`src/core/ifb_defs.svh`:
```
// Purpose: offsets, field positions and reset values of the flag bank
// Assumes: one aligned 32-bit word per register
// Notes: none
`ifndef IFB_DEFS_SVH
`define IFB_DEFS_SVH
`define IFB_OFF_EDGE 12'h000
`define IFB_OFF_CTRL0 12'h004
`define IFB_OFF_CTRL1 12'h008
`define IFB_OFF_CTRL2 12'h00C
`define IFB_OFF_TMR0 12'h010
`define IFB_OFF_SERVICE 12'h014
`define IFB_OFF_STATUS 12'h018
`define IFB_RST_VAL 8'h00
`define IFB_EDGE_MASK 8'h0F
`define IFB_CTRL0_MASK 8'h7F
`define IFB_CTRL2_MASK 8'h33
`define IFB_TMR0_MASK 8'h33
`define IFB_CTRL1_NOCONV_MASK 8'hBB
`define IFB_POS_GLOBAL_EN 0
`define IFB_POS_PIN_A_EN 1
`define IFB_POS_CMP_EN 2
`define IFB_POS_GRP0_EN 3
`define IFB_POS_PIN_A_FLAG 4
`define IFB_POS_CMP_FLAG 5
`define IFB_POS_GRP0_FLAG 6
`define IFB_POS_GRP1_EN 0
`define IFB_POS_GRP2_EN 1
`define IFB_POS_CONV_EN 2
`define IFB_POS_TBA_EN 3
`define IFB_POS_GRP1_FLAG 4
`define IFB_POS_GRP2_FLAG 5
`define IFB_POS_CONV_FLAG 6
`define IFB_POS_TBA_FLAG 7
`define IFB_POS_TBB_EN 0
`define IFB_POS_PIN_B_EN 1
`define IFB_POS_TBB_FLAG 4
`define IFB_POS_PIN_B_FLAG 5
`define IFB_POS_T0P_EN 0
`define IFB_POS_T0A_EN 1
`define IFB_POS_T0P_FLAG 4
`define IFB_POS_T0A_FLAG 5
`endif

```
`src/core/ifb_pkg.sv`:
```
// Purpose: types of the flag bank
// Assumes: nothing
// Notes: edge codes of the two-bit select fields
package ifb_pkg;
  typedef enum logic [1:0] {
    IFB_EDGE_OFF = 2'b00,
    IFB_EDGE_RISE = 2'b01,
    IFB_EDGE_FALL = 2'b10,
    IFB_EDGE_BOTH = 2'b11
  } ifb_edge_type;
endpackage

```
`src/core/ifb_flag_bank.sv`:
```
// Purpose: interrupt enable and request-flag bank behind an APB slave
// Assumes: event inputs are one-cycle pulses on sys_clk; pins asynchronous
// Notes: set wins over a software clear in the same cycle
// Functional notes
// RL1 - pin b edge: 00 off, 01 rise, 10 fall
// RL2 - pin a edge field in bits 1-0
// RL3 - code 11 triggers on both edges
// RL4 - edge register upper six bits read zero; the code keeps only bits 7-4 zero, bits 3-2 hold the pin b field
// RL5 - group 0 flag at ctrl0 bit 6
// RL6 - comparator flag at ctrl0 bit 5
// RL7 - pin a flag at ctrl0 bit 4
// RL8 - group 0 enable at ctrl0 bit 3
// RL9 - comparator enable at ctrl0 bit 2
// RL10 - pin a enable at ctrl0 bit 1
// RL11 - global enable at ctrl0 bit 0
// RL12 - group 1 enable at ctrl1 bit 0
// RL13 - no converter: omit its enable, flag
// RL14 - pin b flag at ctrl2 bit 5
// RL15 - time base b flag at ctrl2 bit 4
// RL16 - pin b, time base b enables bits 1, 0
// RL17 - timer0 match A flag at bit 5
// RL18 - timer0 match P flag at bit 4
// RL19 - timer0 match A/P enables bits 1, 0
// RL20 - all bits reset zero, software read/write
// RL21 - request needs own and global enable
//
// Design decisions made here: the APB register port and the register addresses.
`timescale 1ns/100ps
`include "ifb_defs.svh"
module ifb_flag_bank #(
  parameter bit HAS_CONVERTER = 1'b1
) (
  input wire logic sys_clk,
  input wire logic reset_n,
  input wire logic psel,
  input wire logic penable,
  input wire logic pwrite,
  input wire logic [11:0] paddr,
  input wire logic [31:0] pwdata,
  output logic [31:0] prdata,
  output logic pready,
  output logic pslverr,
  input wire logic extPinA,
  input wire logic extPinB,
  input wire logic comparatorEvent,
  input wire logic timebaseAEvent,
  input wire logic timebaseBEvent,
  input wire logic converterEvent,
  input wire logic group1Event,
  input wire logic group2Event,
  input wire logic timer0MatchAEvent,
  input wire logic timer0MatchPEvent,
  output logic irqRequest
);
  logic rstSync1_reg, rstSync2_reg;
  logic [7:0] edgeSel_reg, ctrl0_reg, ctrl1_reg, ctrl2_reg, tmr0_reg;
  logic [7:0] ctrl1Mask;
  logic [1:0] pinASync_reg, pinBSync_reg;
  logic pinAOld_reg, pinBOld_reg;
  logic pinAHit, pinBHit;
  logic [31:0] prdata_reg;
  logic wrEn, rdEn, addrOk;
  logic [7:0] wrByte;
  logic serviceWr;
  logic [7:0] pending;
  logic group0Pending;

  // reset released through two flops
  always_ff @(posedge sys_clk or negedge reset_n) begin
    if (!reset_n) begin
      rstSync1_reg <= 1'b0;
      rstSync2_reg <= 1'b0;
    end else begin
      rstSync1_reg <= 1'b1;
      rstSync2_reg <= rstSync1_reg;
    end
  end

  // pin synchronisers, first stage read only by second
  always_ff @(posedge sys_clk or negedge rstSync2_reg) begin
    if (!rstSync2_reg) begin
      pinASync_reg <= 2'b00;
      pinBSync_reg <= 2'b00;
      pinAOld_reg <= 1'b0;
      pinBOld_reg <= 1'b0;
    end else begin
      pinASync_reg <= {pinASync_reg[0], extPinA};
      pinBSync_reg <= {pinBSync_reg[0], extPinB};
      pinAOld_reg <= pinASync_reg[1];
      pinBOld_reg <= pinBSync_reg[1];
    end
  end

  function automatic logic edgeHit(input logic [1:0] sel, input logic now,
                                   input logic old);
    logic rise, fall;
    rise = now & ~old;
    fall = ~now & old;
    // RL1 edge code decode
    case (ifb_pkg::ifb_edge_type'(sel))
      ifb_pkg::IFB_EDGE_OFF: edgeHit = 1'b0;
      ifb_pkg::IFB_EDGE_RISE: edgeHit = rise;
      ifb_pkg::IFB_EDGE_FALL: edgeHit = fall;
      // RL3 both edges
      ifb_pkg::IFB_EDGE_BOTH: edgeHit = rise | fall;
      default: edgeHit = 1'b0;
    endcase
  endfunction

  // RL2 pin a field low bits
  assign pinAHit = edgeHit(edgeSel_reg[1:0], pinASync_reg[1], pinAOld_reg);
  assign pinBHit = edgeHit(edgeSel_reg[3:2], pinBSync_reg[1], pinBOld_reg);

  // apb decode, zero wait states
  assign pready = 1'b1;
  assign addrOk = (paddr == `IFB_OFF_EDGE) || (paddr == `IFB_OFF_CTRL0) ||
                  (paddr == `IFB_OFF_CTRL1) || (paddr == `IFB_OFF_CTRL2) ||
                  (paddr == `IFB_OFF_TMR0) || (paddr == `IFB_OFF_SERVICE) ||
                  (paddr == `IFB_OFF_STATUS);
  assign pslverr = psel & penable & ~addrOk;
  assign wrEn = psel & penable & pwrite & addrOk;
  assign rdEn = psel & ~penable & ~pwrite;
  assign wrByte = pwdata[7:0];
  assign serviceWr = wrEn && (paddr == `IFB_OFF_SERVICE) && wrByte[0];
  // RL13 converter bits absent without converter
  assign ctrl1Mask = HAS_CONVERTER ? 8'hFF : `IFB_CTRL1_NOCONV_MASK;

  // RL20 edge register reset and write
  always_ff @(posedge sys_clk or negedge rstSync2_reg) begin
    if (!rstSync2_reg) begin
      edgeSel_reg <= `IFB_RST_VAL;
    end else if (wrEn && paddr == `IFB_OFF_EDGE) begin
      // RL4 upper bits stay zero
      edgeSel_reg <= wrByte & `IFB_EDGE_MASK;
    end
  end

  // group 0 is the timer0 match pair, its flag is set by the enabled sub-requests
  assign group0Pending =
    (tmr0_reg[`IFB_POS_T0A_FLAG] & tmr0_reg[`IFB_POS_T0A_EN]) |
    (tmr0_reg[`IFB_POS_T0P_FLAG] & tmr0_reg[`IFB_POS_T0P_EN]);

  always_ff @(posedge sys_clk or negedge rstSync2_reg) begin
    if (!rstSync2_reg) begin
      ctrl0_reg <= `IFB_RST_VAL;
    end else begin
      // RL8 RL9 RL10 RL11 enables writable
      if (wrEn && paddr == `IFB_OFF_CTRL0) begin
        ctrl0_reg <= wrByte & `IFB_CTRL0_MASK;
      end
      // RL21 servicing drops global enable
      if (serviceWr) begin
        ctrl0_reg[`IFB_POS_GLOBAL_EN] <= 1'b0;
      end
      // RL7 pin a flag set wins
      if (pinAHit) begin
        ctrl0_reg[`IFB_POS_PIN_A_FLAG] <= 1'b1;
      end
      // RL6 comparator flag set
      if (comparatorEvent) begin
        ctrl0_reg[`IFB_POS_CMP_FLAG] <= 1'b1;
      end
      // RL5 group 0 flag set
      if (group0Pending) begin
        ctrl0_reg[`IFB_POS_GRP0_FLAG] <= 1'b1;
      end
    end
  end

  always_ff @(posedge sys_clk or negedge rstSync2_reg) begin
    if (!rstSync2_reg) begin
      ctrl1_reg <= `IFB_RST_VAL;
    end else begin
      // RL12 group 1 enable writable
      if (wrEn && paddr == `IFB_OFF_CTRL1) begin
        ctrl1_reg <= wrByte & ctrl1Mask;
      end
      if (timebaseAEvent) begin
        ctrl1_reg[`IFB_POS_TBA_FLAG] <= 1'b1;
      end
      if (converterEvent && HAS_CONVERTER) begin
        ctrl1_reg[`IFB_POS_CONV_FLAG] <= 1'b1;
      end
      if (group2Event) begin
        ctrl1_reg[`IFB_POS_GRP2_FLAG] <= 1'b1;
      end
      if (group1Event) begin
        ctrl1_reg[`IFB_POS_GRP1_FLAG] <= 1'b1;
      end
    end
  end

  always_ff @(posedge sys_clk or negedge rstSync2_reg) begin
    if (!rstSync2_reg) begin
      ctrl2_reg <= `IFB_RST_VAL;
    end else begin
      // RL16 pin b and time base b enables
      if (wrEn && paddr == `IFB_OFF_CTRL2) begin
        ctrl2_reg <= wrByte & `IFB_CTRL2_MASK;
      end
      // RL14 pin b flag set
      if (pinBHit) begin
        ctrl2_reg[`IFB_POS_PIN_B_FLAG] <= 1'b1;
      end
      // RL15 time base b flag set
      if (timebaseBEvent) begin
        ctrl2_reg[`IFB_POS_TBB_FLAG] <= 1'b1;
      end
    end
  end

  always_ff @(posedge sys_clk or negedge rstSync2_reg) begin
    if (!rstSync2_reg) begin
      tmr0_reg <= `IFB_RST_VAL;
    end else begin
      // RL19 timer0 match enables
      if (wrEn && paddr == `IFB_OFF_TMR0) begin
        tmr0_reg <= wrByte & `IFB_TMR0_MASK;
      end
      // RL17 match A flag set
      if (timer0MatchAEvent) begin
        tmr0_reg[`IFB_POS_T0A_FLAG] <= 1'b1;
      end
      // RL18 match P flag set
      if (timer0MatchPEvent) begin
        tmr0_reg[`IFB_POS_T0P_FLAG] <= 1'b1;
      end
    end
  end

  // RL21 flag gated by own enable
  assign pending[0] = ctrl0_reg[`IFB_POS_PIN_A_FLAG] &
                      ctrl0_reg[`IFB_POS_PIN_A_EN];
  assign pending[1] = ctrl0_reg[`IFB_POS_CMP_FLAG] &
                      ctrl0_reg[`IFB_POS_CMP_EN];
  assign pending[2] = ctrl0_reg[`IFB_POS_GRP0_FLAG] &
                      ctrl0_reg[`IFB_POS_GRP0_EN];
  assign pending[3] = ctrl1_reg[`IFB_POS_TBA_FLAG] &
                      ctrl1_reg[`IFB_POS_TBA_EN];
  assign pending[4] = ctrl1_reg[`IFB_POS_CONV_FLAG] &
                      ctrl1_reg[`IFB_POS_CONV_EN];
  assign pending[5] = (ctrl1_reg[`IFB_POS_GRP1_FLAG] &
                       ctrl1_reg[`IFB_POS_GRP1_EN]) |
                      (ctrl1_reg[`IFB_POS_GRP2_FLAG] &
                       ctrl1_reg[`IFB_POS_GRP2_EN]);
  assign pending[6] = ctrl2_reg[`IFB_POS_PIN_B_FLAG] &
                      ctrl2_reg[`IFB_POS_PIN_B_EN];
  assign pending[7] = ctrl2_reg[`IFB_POS_TBB_FLAG] &
                      ctrl2_reg[`IFB_POS_TBB_EN];

  // RL21 global gate on request
  always_ff @(posedge sys_clk or negedge rstSync2_reg) begin
    if (!rstSync2_reg) begin
      irqRequest <= 1'b0;
    end else begin
      irqRequest <= ctrl0_reg[`IFB_POS_GLOBAL_EN] & (|pending);
    end
  end

  // read data captured in setup phase
  always_ff @(posedge sys_clk or negedge rstSync2_reg) begin
    if (!rstSync2_reg) begin
      prdata_reg <= 32'h0000_0000;
    end else if (rdEn) begin
      case (paddr)
        `IFB_OFF_EDGE: prdata_reg <= {24'h00_0000, edgeSel_reg};
        `IFB_OFF_CTRL0: prdata_reg <= {24'h00_0000, ctrl0_reg};
        `IFB_OFF_CTRL1: prdata_reg <= {24'h00_0000, ctrl1_reg};
        `IFB_OFF_CTRL2: prdata_reg <= {24'h00_0000, ctrl2_reg};
        `IFB_OFF_TMR0: prdata_reg <= {24'h00_0000, tmr0_reg};
        `IFB_OFF_STATUS: prdata_reg <= {24'h00_0000, pending};
        default: prdata_reg <= 32'h0000_0000;
      endcase
    end
  end
  assign prdata = prdata_reg;
endmodule // ifb_flag_bank

```
`config.mk`:
```
export PLATFORM = sky130hd
export DESIGN_NAME = ifb_flag_bank
export DESIGN_NICKNAME = d
export VERILOG_FILES = /design/src/core/ifb_pkg.sv /design/src/core/ifb_flag_bank.sv
export VERILOG_INCLUDE_DIRS = /design/src /design/src/core
export SDC_FILE = /design/constraint.sdc
export NUM_CORES = 1
export LEC_CHECK = 0
export BUFFER_PORTS_ARGS = -buffer_cell sky130_fd_sc_hd__buf_2
export CORE_ASPECT_RATIO = 1.2
export CORE_MARGIN = 2
export CORE_UTILIZATION = 53
export CTS_CLUSTER_SIZE = 14
export DETAILED_ROUTE_END_ITERATION = 10
export GPL_TIMING_DRIVEN = 1
export HOLD_SLACK_MARGIN = 0.12
export PLACE_DENSITY = 0.85
export RECOVER_POWER = 100
export SLEW_MARGIN = 20
export SYNTH_ARGS = -nofsm -noshare
export SYNTH_HDL_FRONTEND = slang
export SYNTH_SLANG_ARGS = --single-unit
```
`constraint.sdc`:
```
create_clock -name sys_clk -period 2.6 [get_ports sys_clk]
set_input_delay 0.26 -clock sys_clk [delete_from_list [all_inputs] [get_ports sys_clk]]
set_output_delay 0.26 -clock sys_clk [all_outputs]
set_load 0.02 [all_outputs]
```
# After elaboration in Yosys (flattened, before gate mapping)
# Cells that the tools add are included.
[classes]
mux = 19
n_bitwise = 33
eq_ne = 12
reduce_logical = 29
[op_table]
columns = ["op", "n"]
rows = [
  ["$pmux 8 s6", 1],
  ["$eq 12x5->1 const B", 3],
  ["$eq 12x4->1 const B", 2],
  ["$reduce_bool 2->1", 12],
  ["$and 1x1->1", 22],
  ["$eq 12x3->1 const B", 1],
  ["$logic_not 12->1", 1],
  ["$mux 1", 12],
  ["$mux 6", 2],
  ["$eq 2x2->1 const B", 4],
  ["$mux 8", 1],
  ["$pmux 1 s4", 2],
  ["$reduce_or 8->1", 1],
  ["$logic_and 1x1->1", 7],
  ["$mux 7", 1],
  ["$not 1->1", 7],
  ["$logic_or 1x1->1", 6],
  ["$eq 2x1->1 const B", 2],
  ["$logic_not 2->1", 2],
  ["$or 1x1->1", 4],
]
[totals]
output_inout_bits = 35
word_cells = 118
regBits = 68
inputBits = 59

# Longest topological paths before layout
# Gate-level depths: netlist of run 1.
[depth]
word_depth = 11
mapped_depth = 6
depth_no_buf = 6

# Worst setup path before layout of run 1
# Ideal clock, no wire load.
[synth_path]
path_type = "input -> register"
start = "input port paddr[9]"
end = "register ctrl1_reg[0]"
setup_time_ns = 0.125
path_buffers = 1
path_slack_ns = 0.606
path_stages = 5
t_arrival_ns = 1.870
required_ns = 2.475
cell_sequence = "or4_4 nor4_1 and3_1 buf_2 mux2_2"
[synth_between]
elab_chain_len = 9
word_cells_on_any_way = 15
cone_classes = "eq/ne (6); bitwise (1); reduce/logical (8)"
[synth_rtl]
columns = ["element", "line_no", "rtl"]
rows = [
  ["start: declaration", "ifb_flag_bank.sv:38", "input wire logic [11:0] paddr,"],
  ["$eq 12x3->1 or $logic_not 12->1 (tied branches)", "--", ""],
  ["$logic_or 1x1->1 (6 in a row)", "ifb_flag_bank.sv:116", "assign addrOk = (paddr == `IFB_OFF_EDGE) || (paddr == `IFB_OFF_CTRL0) ||"],
  ["$and 1x1->1", "ifb_flag_bank.sv:121", "assign wrEn = psel & penable & pwrite & addrOk;"],
  ["$logic_and 1x1->1 (no source line) *", "--", ""],
  ["end signal: assignment", "ifb_flag_bank.sv:172", "ctrl1_reg <= `IFB_RST_VAL;"],
  ["end signal: assignment", "ifb_flag_bank.sv:176", "ctrl1_reg <= wrByte & ctrl1Mask;"],
  ["end: declaration", "ifb_flag_bank.sv:56", "logic [7:0] edgeSel_reg, ctrl0_reg, ctrl1_reg, ctrl2_reg, tmr0_reg;"],
]
# Every way passes the cells marked *; elsewhere a longest branch is shown, timed or not.
# A chain may end at the register's enable or synchronous reset.

# Worst setup path after layout of run 1
[layout_path]
start = "input port paddr[9]"
end = "register ctrl2_reg[1]"
[layout_between]
elab_chain_len = 9
word_cells_on_any_way = 15
cone_classes = "eq/ne (6); bitwise (1); reduce/logical (8)"
[layout_rtl]
columns = ["element", "line_no", "rtl"]
rows = [
  ["$eq 12x3->1 or $logic_not 12->1 (tied branches)", "--", ""],
  ["$logic_or 1x1->1 (6 in a row)", "ifb_flag_bank.sv:116", ""],
  ["$and 1x1->1", "ifb_flag_bank.sv:121", ""],
  ["$logic_and 1x1->1 (no source line) *", "--", ""],
  ["end signal: assignment", "ifb_flag_bank.sv:195", "ctrl2_reg <= `IFB_RST_VAL;"],
  ["end signal: assignment", "ifb_flag_bank.sv:199", "ctrl2_reg <= wrByte & `IFB_CTRL2_MASK;"],
  ["end: declaration", "ifb_flag_bank.sv:56", ""],
]
# Marked as above.

==> flow_summary.ini, run 1 <==
[logic_synthesis]
yosys_warnings = 0
syn_avg_cell_area_um2 = 10.5
yosys.area.top_type = dfrtp_1
synthCells = 235
synthTopCellsByArea = dfrtp_1 45%, buf_4 7.6%, mux2_2 6.8%
synth_ff_type = dfrtp_1
synth_area_um2 = 2470
ys_types = 49
synth_edf_count = 0
async_flop_share_pct = 100
synth_seq_cells = 44
synth_top_area_share_pct = 44.6
seq_area_frac_synth_pct = 44.6

[critical_path]
worstPathRequired_ns = 2.78
worst_setup_path_end_kind = register
r2r-end = pinBSync_reg[0]
r2r_slack_ns = 0.70
r2r_cells = 1
path_max_fanout = 5
path_class = in -> reg
r2r_start = rstSync2_reg
crit_arrival_ns = 2.40
crit_path_start_kind = input pin

[power]
intPower_mw = 1.02
p_comb_share_pct = 10.2
power_density_nw_per_um2 = 498
ir_drop_mv = 0.350
switchingPower_mw = 0.331
leakagePower_nw = 1.23
seqPwrFrac_pct = 51.9
p_clk_share_pct = 37.8
swShare_pct = 24.6

[route]
drt_wl_total_um = 5680
drtPass1Iterations = 5
via_count = 1993
antenna_left = 0
routed_via_density = 5.93
wl_per_cell_um = 16.9
drt-initial-drc-count = 126
drc = 0

[global_routing]
antenna_found_initial = 0
grt_pass1_vias = 1842
grt_pass1_wl_um = 8980
gr-total-overflow = 0
grt_usage_pct = 23.2
grt_start_max_net_pins = 30

[floorplan]
fp.dieW_um = 66.3
die_area_um2 = 5230
rows = 27
fp.dieH_um = 78.8
initial_core_util_pct = 54.6
coreArea_um2 = 4530
ios = 94

[layout]
antenna_cells = 0
stdcell_count = 336
layout_common_cells = 44 x dfrtp_1, 33 x buf_2, 26 x conb_1
layout-drive-gt1-share_pct = 20.5
final_nets = 340
final_common_cell = dfrtp_1
area_growth_pct = 9.47

[placement]
hpwl_um = 4080
dp_cells = 325
gp_congestion = 0.918
numPortBuffers = 44

[cts]
clk_pin_slew_ns = 0.08
cts_tree = built
cts-root-buf = clkbuf_8
htreeDepth = 2
numCtsBuffers = 5
clk_latency_ns = 0.30
cts_resized = 0
cts_sinks = 44
clock_path_buffers = 2

[flow_run]
cap_viol_max_count = 0

[timing]
finalCriticalPeriod_ns = 2.21
slew_headroom_pct = 21.4
fin_crit_sh_pct = 85.0
rsz0062_at_grt = no
fin_tns_setup_ns = 0
timing.fmax_mhz = 452
finalMaxSlewViolations = 0
setup_viol = 0
skew_ns = 0.00979
worst_pin_slew_ns = 1.18
hold_violations = 0

[worst_hold_path]
worstHoldEndpoint = ctrl1_reg[7]
min_delay_path_depth = 2
worstHoldPathType = in -> reg
hold_start = timebaseAEvent

[outcome]
status = finished clean
synth_stat cells, drive strengths merged (2+ instances only):
cell type,number
o21a,6
a2bb2oi,2
nor2,12
ha,4
a21oi,7
o21ai,5
nor3,3
mux2,15
nor4,3
mux2i,10
o211ai,2
a31oi,6
a211oi,2
clkbuf,8
a211o,6
and3,4
nand4b,2
nand2,6
dfrtp,44
a22o,5
nand4,3
nand2b,4
a22oi,4
or4,3
buf,31
inv,9
conb,2
nand3,5
nor2b,7
cell families after synthesis:
logic type	share of synthesized area, %
compound gates	17.0
simple gates	13.7
buf+inv	11.5
flops	44.6
mux	10.9
fa+ha+maj	2.03
other cells	0.304
power groups by stage:
stage	registers (mW)	clock network, mW	logic, mW
finish	0.700	0.510	0.138
global route	0.702	0.538	0.153
CTS	0.701	0.517	0.142
detailed placement	0.715	0	0.136
global placement	0.714	0	0.134
floorplan	0.716	0	0.111
metal layers:
layer	part of all wire, %	GRT usage [%]	wire length, µm	up-vias
met1	38	27.7	2140	965
met3	7.5	4.82	425	20
met5	0	0	0	-
met2	51	38.9	2900	118
met4	3.6	11.6	205	0
li1	-	-	-	890
worst max-delay path by stage:
stage | endpoint | start | slack, ns
2_1_floorplan | ctrl1_reg[0] | paddr[9] | 0.61
3_3_place_gp | ctrl1_reg[2] | paddr[9] | 0.37
3_5_place_dp | ctrl1_reg[2] | paddr[9] | 0.34
4_1_cts | pslverr | paddr[9] | 0.61
5_1_grt | ctrl2_reg[0] | paddr[9] | 0.28
6_report | ctrl2_reg[1] | paddr[9] | 0.39
area by class of cell:
type                            instances  area (µm²)
Clock buffer                            6        72.6
Clock inverter                          2        35.0
Fill cell                             396        1820
Inverter                                9        33.8
Multi-Input combinational cell        167        1140
Sequential cell                        44        1100
Tap cell                               58        72.6
Timing Repair Buffer                   50         248
worst max-delay path, cell delays in order:
cell	delay, ns
buf_2	0.09
or4_1	0.58
or3_1	0.49
nor4_1	0.58
mux2_2	0.40
metrics by stage:
| step | instance area, µm² | util, % | power [mW] | setup slack, ns | hold WS, ns |
|---|---|---|---|---|---|
| after floorplan | 2560 | - | 0.828 | 0.606 | -0.0356 |
| after global placement | 2640 | 58.3 | 0.848 | 0.368 | 0.0465 |
| after detailed placement | 2640 | 58.3 | 0.851 | 0.341 | 0.0473 |
| after CTS | 2780 | 61.3 | 1.36 | 0.614 | 0.145 |
| after global routing | 2710 | 59.8 | 1.39 | 0.276 | 0.147 |
| final | 2710 | 59.8 | 1.35 | 0.389 | 0.146 |
what timing repair did:
| item | 4_1_cts | 5_1_grt |
|---|---|---|
| hold endpoints to repair | 4 | 0 |
| hold buffers | 3 | 0 |
| buffers inserted | 0 | 0 |
Power figures use the tool's default switching activity.
==> run 2, diff against run 1 <==
--- a/config.mk
+++ b/config.mk
@@ -14,7 +14,7 @@
 export DETAILED_ROUTE_END_ITERATION = 10
 export GPL_TIMING_DRIVEN = 1
 export HOLD_SLACK_MARGIN = 0.12
-export PLACE_DENSITY = 0.85
+export PLACE_DENSITY = 0.94
 export RECOVER_POWER = 100
 export SLEW_MARGIN = 20
 export SYNTH_ARGS = -nofsm -noshare
==> run 2 against run 1 <==
Against the previous run: wire length is 4.4% lower; worst setup slack better by 0.052 ns; non-clock buffer count is 1 higher; count of clock-buffer cells in the layout is 1 lower; highest routed layer unchanged; via count is 5.2% lower; largest power group unchanged; clock power is 3% lower; largest cell class unchanged; flip-flop and latch count stayed put; register-to-register slack better by 0.54 ns; clock skew is 0.0074 ns lower.
==> flow_summary.ini, run 2 (synthesis gave the netlist of run 1 again) <==
[layout]
final_area_um2 = 2700
fillCellCount = 398
area_growth_pct = 9.32
antenna_cells = 0
layout-drive-gt1-share_pct = 20.6
multi_input_area_um2 = 1140
seq_area_um2 = 1100
final_nets = 341
fin_util_pct = 59.7
final_common_cell = dfrtp_1
layout_common_cells = 44 x dfrtp_1, 33 x buf_2, 26 x conb_1
stdcell_count = 335

[global_routing]
gr-total-overflow = 0
grt_usage_pct = 22.5
antenna_found_initial = 0
grt_pass1_vias = 1841
grt_start_max_net_pins = 43
grt_pass1_wl_um = 8950

[floorplan]
rows = 27
fp.dieH_um = 78.8
die_area_um2 = 5230
initial_core_util_pct = 54.6
fp.dieW_um = 66.3
ios = 94
coreArea_um2 = 4530

[timing]
setup_viol = 0
slew_headroom_pct = 30.2
hold_violations = 0
worst_pin_slew_ns = 1.05
finalMaxSlewViolations = 0
timing.fmax_mhz = 463
fin_crit_sh_pct = 83.0
rsz0062_at_grt = no
finalCriticalPeriod_ns = 2.16
skew_ns = 0.00234
fin_tns_setup_ns = 0

[placement]
dp_cells = 326
gp_congestion = 0.963
hpwl_um = 4070
placed_area_um2 = 2630
numPortBuffers = 44

[critical_path]
crit_arrival_ns = 2.34
crit_slowest_cell = or4_1
cp_top_family = simple AND/OR/NAND/NOR gates
cp.buffers_inverters = 1
cp_cell_sequence = buf_2 -> or4_1 -> or3_1 -> nor4_1 -> mux2_2
path_max_fanout = 5
crit_path_max_incr_delay_ns = 0.57
worst_setup_path_end_kind = register
worstPathRequired_ns = 2.78
path_class = in -> reg
crit_path_start_kind = input pin

[route]
m1WireLength_um = 2120
drtPass1Iterations = 4
met3_length_um = 346
via_count = 1889
drt-initial-drc-count = 86
wl_met2_um = 2730
antenna_left = 0
routed.top_layer = met4
wl_per_cell_um = 16.2
drc = 0
drt_wl_total_um = 5430
routed_via_density = 5.64

[power]
p_comb_share_pct = 10.6
switchingPower_mw = 0.320
swShare_pct = 24.1
seqPwrFrac_pct = 52.3
leakagePower_nw = 1.23
p_clk_share_pct = 37.1
finalPower_mw = 1.33
intPower_mw = 1.01
ir_drop_mv = 0.314
power_density_nw_per_um2 = 492

[cts]
htreeDepth = 2
cts_tree = built
numCtsBuffers = 5
clock_path_buffers = 2
cts-root-buf = clkbuf_8
cts_resized = 0
clk_pin_slew_ns = 0.08
cts_sinks = 44
clk_latency_ns = 0.29
cts_setup_buffers = 0

[worst_hold_path]
worstHoldPathType = in -> reg

[outcome]
status = finished clean

[flow_run]
cap_viol_max_count = 0
run 2: layout make-up:
class / instances / share of cell area, %
inverters: 9 / 1.25
flip-flops and latches: 44 / 40.8
clock buffers: 5 / 2.55
multi-input cells: 167 / 42.3
clock inverters: 1 / 1.11
well taps: 58 / 2.69
repair buffers: 51 / 9.36
run 2: routing by layer:
layer / vias to the layer above / GRT usage [%]
met3: 25 / 4.11
met1: 885 / 28.2
met4: 0 / 13.1
met5: - / 0
li1: 889 / -
met2: 90 / 36.0
run 2: timing repair:
action                                 CTS  global route
hold buffers                             3             0
setup endpoints to repair                0             0
endpoints found under the hold margin    4             0
run 2: power groups by stage:
stage,combinational (mW),clock [mW],sequential [mW]
2_1_floorplan,0.111,0,0.716
3_3_place_gp,0.137,0,0.707
3_5_place_dp,0.140,0,0.708
4_1_cts,0.144,0.505,0.694
5_1_grt,0.157,0.531,0.695
6_report,0.141,0.493,0.694
run 2: stage by stage:
| stage | setup WS, ns | hold WS (ns) |
|---|---|---|
| 6_report | 0.442 | 0.144 |
| 4_1_cts | 0.635 | 0.143 |
| 3_3_place_gp | 0.385 | 0.0449 |
| 5_1_grt | 0.301 | 0.152 |
| 3_5_place_dp | 0.351 | 0.0461 |
| 2_1_floorplan | 0.606 | -0.0356 |
run 2: final timing paths:
kind | startpoint | end | slack [ns] | cells after the start
setup / recovery | paddr[9] | ctrl2_reg[0] | 0.44 | 5
hold / removal | timebaseBEvent | ctrl2_reg[4] | 0.14 | 2
setup reg to reg | ctrl1_reg[4] | prdata[5] | 1.24 | 4
hold reg to reg | pinBSync_reg[0] | pinBSync_reg[1] | 0.35 | 0
max in group asynchronous | rstSync2_reg | pinASync_reg[1] | 1.45 | 1
min in group asynchronous | reset_n | rstSync1_reg | 0.26 | 2
